[src/verilog/sim_status_pkg.sv]
// Constants and carrier types for card presence and status outputs.
// Assumes a single 250 MHz system clock and synchronous active-high reset.
package sim_status_pkg;

  // ------------------------------------------------------------------
  // Timing
  // ------------------------------------------------------------------
  localparam int unsigned CLK_MHZ        = 250;
  localparam int unsigned WAKE_PULSE_MS  = 1000;
  localparam int unsigned WAKE_PULSE_CYC = WAKE_PULSE_MS * 1000 * CLK_MHZ;
  localparam int unsigned DEBOUNCE_US    = 10;
  localparam int unsigned DEBOUNCE_CYC   = DEBOUNCE_US * CLK_MHZ;

  // ------------------------------------------------------------------
  // Reset values
  // ------------------------------------------------------------------
  localparam logic RST_HOTPLUG_EN  = 1'b1;
  localparam logic RST_INVERT_POL  = 1'b0;

  // ------------------------------------------------------------------
  // Types
  // ------------------------------------------------------------------
  typedef struct packed {
    logic valid;      // Command strobe
    logic hotplug_en; // Continuous detection when set
    logic invert_pol; // Low level means inserted when set
  } hotplug_cfg_t;

  typedef struct packed {
    logic present;    // Card considered inserted
    logic start_init; // One-cycle request to initialise the card
    logic read_allow; // Card read access permitted
  } card_status_t;

  typedef enum logic [1:0] {
    CARD_STARTUP,
    CARD_ABSENT,
    CARD_PRESENT
  } card_state_t;

endpackage

[src/verilog/sim_presence_status.sv]
// Card presence detection with hot-plug control, RF status LED and
// host wake pulse. Inputs are synchronous to sys_clk except the card
// switch, which is synchronised and debounced here.
//
// Summary of operation
// - Default polarity: high presence input means inserted, low means removed.
// - After reset hot-plug detection is on and presence is tracked continuously.
// - Card seen present: start initialisation, read card, then register.
// - Input inactive with detection on: card removed, no read access.
// - Host command can invert polarity so low level means inserted.
// - LED output low while RF is on, high while RF is off.
// - Data request drives wake output low for one second, else high.
`timescale 1ns/1ps
`default_nettype none

module sim_presence_status
  import sim_status_pkg::*;
#(
  parameter int unsigned WAKE_CYCLES = WAKE_PULSE_CYC,
  parameter int unsigned DEB_CYCLES  = DEBOUNCE_CYC
)
(
  input  wire logic         sys_clk,           // System clock
  input  wire logic         rst,               // Sync reset, active high
  input  wire logic         card_presence_in,  // Slot switch level
  input  wire hotplug_cfg_t hotplug_config_cmd,// Host configuration
  input  wire logic         rf_on,             // RF function enabled
  input  wire logic         data_request,      // Pulse: data needs host
  output var  card_status_t card_status,       // Card state to firmware
  output var  logic         rf_status_led_n,   // LED drive, low = on
  output var  logic         host_wake_n        // Wake host, low pulse
);

  // ------------------------------------------------------------------
  // Elaboration checks
  // ------------------------------------------------------------------
  // Wake check spans 8 cycles; debounce must outlast the synchroniser
  if (WAKE_CYCLES < 8 || DEB_CYCLES < 3)
  begin
    $error("Wake count below 8 or debounce count below 3");
  end
  localparam int CW = $clog2(WAKE_CYCLES + 1);
  localparam int DW = $clog2(DEB_CYCLES + 1);

  // ------------------------------------------------------------------
  // Configuration
  // ------------------------------------------------------------------
  logic hotplug_en_q, hotplug_en_d;
  logic invert_q,     invert_d;

  always_comb
  begin
    hotplug_en_d = hotplug_en_q;
    invert_d     = invert_q;
    if (hotplug_config_cmd.valid)
    begin
      hotplug_en_d = hotplug_config_cmd.hotplug_en;
      invert_d     = hotplug_config_cmd.invert_pol;
    end
  end

  always_ff @(posedge sys_clk)
  begin
    if (rst)
    begin
      hotplug_en_q <= RST_HOTPLUG_EN;
      invert_q     <= RST_INVERT_POL;
    end
    else
    begin
      hotplug_en_q <= hotplug_en_d;
      invert_q     <= invert_d;
    end
  end

  // ------------------------------------------------------------------
  // Synchroniser and debounce
  // ------------------------------------------------------------------
  logic          sync1_q, sync2_q;
  logic          stable_q, stable_d;
  logic [DW-1:0] deb_cnt_q, deb_cnt_d;
  logic          deb_valid_q, deb_valid_d;

  // Level must hold for DEB_CYCLES before it is believed
  always_comb
  begin
    stable_d    = stable_q;
    deb_cnt_d   = deb_cnt_q + 1'b1;
    deb_valid_d = deb_valid_q;
    if (!deb_valid_q && sync2_q != stable_q)
    begin
      stable_d  = sync2_q;
      deb_cnt_d = '0;
    end
    else if (deb_valid_q && sync2_q == stable_q)
      deb_cnt_d = '0;
    else if (deb_cnt_q == DW'(DEB_CYCLES - 1))
    begin
      stable_d    = sync2_q;
      deb_cnt_d   = '0;
      deb_valid_d = 1'b1;
    end
  end

  always_ff @(posedge sys_clk)
  begin
    if (rst)
    begin
      sync1_q     <= 1'b0;
      sync2_q     <= 1'b0;
      stable_q    <= 1'b0;
      deb_cnt_q   <= '0;
      deb_valid_q <= 1'b0;
    end
    else
    begin
      sync1_q     <= card_presence_in;
      sync2_q     <= sync1_q;
      stable_q    <= stable_d;
      deb_cnt_q   <= deb_cnt_d;
      deb_valid_q <= deb_valid_d;
    end
  end

  // Polarity applied after debounce so a flip takes effect at once
  logic present_lvl;
  assign present_lvl = stable_q ^ invert_q;

  // ------------------------------------------------------------------
  // Card state
  // ------------------------------------------------------------------
  card_state_t  state_q, state_d;
  card_status_t status_d;

  always_comb
  begin
    state_d  = state_q;
    status_d = '0;
    case (state_q)
      CARD_STARTUP:
      begin
        if (deb_valid_q)
          state_d = present_lvl ? CARD_PRESENT : CARD_ABSENT;
      end
      CARD_ABSENT:
      begin
        if (hotplug_en_q && present_lvl)
          state_d = CARD_PRESENT;
      end
      CARD_PRESENT:
      begin
        if (hotplug_en_q && !present_lvl)
          state_d = CARD_ABSENT;
      end
      default: state_d = CARD_STARTUP;
    endcase
    // Hot-plug off freezes CARD_PRESENT or CARD_ABSENT, whichever is current; start-up still resolves
    status_d.present    = (state_d == CARD_PRESENT);
    status_d.read_allow = (state_d == CARD_PRESENT);
    status_d.start_init = (state_d == CARD_PRESENT)
                          && (state_q != CARD_PRESENT);
  end

  always_ff @(posedge sys_clk)
  begin
    if (rst)
    begin
      state_q     <= CARD_STARTUP;
      card_status <= '0;
    end
    else
    begin
      state_q     <= state_d;
      card_status <= status_d;
    end
  end

  // ------------------------------------------------------------------
  // Status LED and host wake
  // ------------------------------------------------------------------
  logic [CW-1:0] wake_cnt_q, wake_cnt_d;
  logic          wake_n_d;
  logic          led_n_d;

  always_comb
  begin
    wake_cnt_d = wake_cnt_q;
    if (wake_cnt_q != '0)
      wake_cnt_d = wake_cnt_q - 1'b1;
    else if (data_request)
      wake_cnt_d = CW'(WAKE_CYCLES);
    // Requests during a pulse merge into it rather than stretch it
    wake_n_d = (wake_cnt_d == '0);
    led_n_d  = !rf_on;
  end

  always_ff @(posedge sys_clk)
  begin
    if (rst)
    begin
      wake_cnt_q      <= '0;
      host_wake_n     <= 1'b1;
      rf_status_led_n <= 1'b1;
    end
    else
    begin
      wake_cnt_q      <= wake_cnt_d;
      host_wake_n     <= wake_n_d;
      rf_status_led_n <= led_n_d;
    end
  end
endmodule
`default_nettype wire

[config.mk]
export PLATFORM = sky130hd
export DESIGN_NAME = sim_presence_status
export DESIGN_NICKNAME = d
export VERILOG_FILES = /design/src/verilog/sim_status_pkg.sv /design/src/verilog/sim_presence_status.sv
export SDC_FILE = /design/constraint.sdc
export NUM_CORES = 1
export LEC_CHECK = 0
export BUFFER_PORTS_ARGS = -buffer_cell sky130_fd_sc_hd__buf_2
export CORE_ASPECT_RATIO = 0.8
export CORE_UTILIZATION = 25
export DETAILED_ROUTE_END_ITERATION = 12
export PLACE_DENSITY = 0.5
export SYNTH_ARGS = -nofsm -noshare
export SYNTH_HDL_FRONTEND = slang
export SYNTH_SLANG_ARGS = --single-unit
[constraint.sdc]
create_clock -name sys_clk -period 4.15 [get_ports sys_clk]
set_input_delay 0.2075 -clock sys_clk [delete_from_list [all_inputs] [get_ports sys_clk]]
set_output_delay 0.2075 -clock sys_clk [all_outputs]
set_load 0.05 [all_outputs]
==> implementation parameters <==
Parameter                              Value

GRT
  Vias in the first global route ... ~2000
  Final global-route overflow total ... 0
  Pin count of the biggest net entering global routing ... 33
  GRT Resource Usage Total ... approximately an eighth
  Antenna violations before repair ... 0
  Global-route wire length before repair ... 10700 um

Synthesis
  Fraction of synthesis flops using an asynchronous set or reset pin ... 0%
  Predominant post-synthesis flop cell ... dfxtp_1
  Seq/Total Area, Yosys ... about 40%
  Cell types with the largest area share after synthesis ... dfxtp_1 40%, nor2_1 7.5%, xor2_1 4.7%
  Number of nets produced by synthesis ... around 320
  Syn Std Cell Area ... between 2000 and 3000 um^2
  Number of instances in the synthesized netlist ... between 300 and 400
  Synth top area share ... 39.8%
  Yosys warnings ... 0
  Average cell area after synthesis ... 8.59 um^2
  Cell type with the largest total area after synthesis ... dfxtp_1
  EDFF count, synth ... 0
  Flip-flop and latch count after synthesis ... 52
  Unique masters post-synth ... between 50 and 60

Final layout
  ANT cells ... 0
  Layout-stage area growth over the synthesis result ... 13.4%
  Final layout net count ... ~330
  Fraction of layout instances using a drive strength above 1 ... about an eighth
  Register area ... 1040 um^2
  Filler instances ... 1068
  Combined area of the multi-input logic cells ... 1500 um^2
  Core occupancy in the finished layout ... around 30%
  Leading cell types in the layout, fill and taps excluded ... 52 x nor2_1, 52 x dfxtp_1, 17 x nor3_1

Clocking
  TritonCTS buffer count ... 5
  Clock Tree Root ... clkbuf_16
  Clock tree from TritonCTS ... done
  Post-CTS Setup Bufs ... 0
  Clock sink count ... 52
  Post-CTS clock slew at the launch and capture registers of the worst setup and hold paths ... roughly 0.07 ns
  Number of buffers added to fix hold violations after cts ... 0
  Skew-Pair Late Insertion Delay ... 0.30 ns
  Resized Gates After CTS ... 0
  H-tree depth ... 2
  Maximum number of buffers from clock root to sink ... 2

STA
  Endpoints failing setup ... 0
  Maximum clock frequency ... 0.298 GHz
  Clock skew ... 0.00790 ns
  Pin slew with the least headroom to its limit ... 0.802 ns
  Final Slew Violations ... 0
  Share of the clock period used by the worst path after layout ... about 80%
  Total negative slack ... 0 ns
  Post-layout min period ... 3.36 ns
  Setup repair after global routing missed its margin ... false
  Hold Vio Cnt, Final ... 0
  Relative slew slack ... between 40% and 50%

Pwr
  Switching fraction of total power ... a little under half
  Int Pwr ... between 1000 and 1500 uW
  Worst supply voltage drop on vdd ... around 0.28 mV
  Clock group share of total power ... between 10% and 20%
  Register share of total power ... ~31%
  Power density relative to cell area ... 869 nW/um^2
  Share of total power in combinational logic ... a little over half
  Leak pwr ... around 0.0011 uW
  Switch Pwr ... ~1200 uW

Detailed routing
  DRC violations left ... 0
  Average wire per standard cell ... 14.1 um
  Via density per instance ... 4.91
  Number of DRC markers in iteration 0 ... about 150
  Post-detailed-routing wire length ... 6370 um
  Count of antenna-violating nets left after detailed routing ... 0
  Via Count ... roughly 2200
  Pre-antenna DRT Iters ... 4

Placed design
  Routability congestion estimate from global placement ... 0.838
  Count of input and output buffers ... 12
  HPWL after detailed placement ... ~4500 um

Setup path
  Arrival time of the worst setup path ... approximately 3.6 ns
  Delay of the slowest critical-path stage ... 0.79 ns
  Cells traversed along the worst timing path ... nor4_4 > nand3_2 > a2111oi_2 > or4b_1 > mux2i_1 > or3b_1 > o41ai_2
  Setup slack of the most critical reg-to-reg path ... ~0.8 ns
  Crit path kind ... flip-flop to flip-flop
  CP endpoint kind ... flip-flop
  Required time reported for the critical path endpoint ... 4.34 ns
  CP max FO ... 8
  Buf+Inv Stages, Crit Path ... 0
  Critical path's top delay family ... simple AND/OR/NAND/NOR gates
  Startpoint type of the worst setup path ... flip-flop
  Cell with the biggest individual delay on the critical path ... a2111oi_2

Run
  Max_cap viols ... 0

Floorplan
  Die Footprint ... between 10000 and 15000 um^2
  Chip Width ... between 100 and 150 um
  Placement row count ... 32
  Core Region ... about 9900 um^2
  Initial core utilization ... a little over a quarter
  Die span in y ... around 93 um
  Total I/O pin count ... 13

Worst hold path
  Class of the tightest hold or removal check ... primary input to flip-flop

Outcome
  Outcome ... complete, no violations
layout make-up:
type                    count  share of cell area, %
multi-input cells         232                   50.5
inverters                  10                   1.27
clock inverters             3                  0.803
well taps                 136                   5.75
flip-flops and latches     52                   35.2
repair buffers             13                   2.28
clock buffers               5                   4.22
routing by layer:
metal	vias up	global-route usage (%)	part of all wire (%)
li1	1118	-	-
met1	1045	19.6	56
met2	45	17.2	39
met3	5	2.72	4.1
met4	0	3.74	1.1
met5	-	0	0
sequential cells by signal, summed over array words and instances (netlist names):
register         count
wake_cnt_q          28
deb_cnt_q           12
card_status          2
state_q              2
deb_valid_q          1
host_wake_n          1
hotplug_en_q         1
invert_q             1
rf_status_led_n      1
stable_q             1
sync1_q              1
sync2_q              1
path summary, 6_finish.rpt:
path / to / cells after the start / start
worst max-delay path: host_wake_n / 7 / wake_cnt_q[2]
worst min-delay path: rf_status_led_n / 2 / rf_on
worst max register to register: host_wake_n / 7 / wake_cnt_q[2]
worst min register to register: sync2_q / 1 / sync1_q
worst register-to-register path: cells and delay by family (launching register included):
kind             cells  cell delay, ns
AND/OR/NAND/NOR      4            1.62
multiplexers         1            0.15
flip-flops           1            0.40
AO/OA/AOI/OAI        2            1.08
through the flow:
step	instance area, um^2	std cells	total power, uW	hold WS [ns]	setup WS [ns]
floorplan	2610	304	1820	0.269	1.27
global placement	2810	443	2130	0.373	0.964
detailed placement	2810	443	2130	0.372	0.875
CTS	2960	451	2560	0.0601	0.806
global route	2960	451	2780	0.0562	0.503
finish	2960	451	2570	0.0616	0.794
cells in the mapped netlist (all sizes together) (2+ instances only):
master / count
ha: 5
clkbuf: 7
nand4: 11
or2: 3
a211oi: 7
nor3: 17
xor2: 14
or4: 2
or3: 3
and2: 6
nor4: 11
xnor2: 12
a21oi: 9
nor4b: 2
a22oi: 2
nor2: 52
nor2b: 3
o31ai: 2
inv: 10
a311o: 2
a41o: 2
and3: 7
dfxtp: 52
a31oi: 4
nand3: 12
nand2: 15
mux2i: 4
buf: 3
o21ai: 7
cell families after synthesis:
family,after synthesis,share of synthesized area [%]
AND/OR/NAND/NOR,153,32.0
flip-flops,52,39.8
AO/OA/AOI/OAI,43,12.0
XOR/XNOR,26,8.72
buffers and inverters,20,3.11
multiplexers,5,1.96
adder cells (fa/ha/maj),5,2.39
power groups by stage:
| stage | sequential [uW] | combinational, uW | clock [uW] |
|---|---|---|---|
| final | 788 | 1360 | 422 |
| after global routing | 805 | 1520 | 457 |
| after CTS | 784 | 1350 | 428 |
| after detailed placement | 792 | 1330 | 0 |
| after global placement | 791 | 1340 | 0 |
| after floorplan | 755 | 1070 | 0 |
Power figures use the tool's default switching activity.
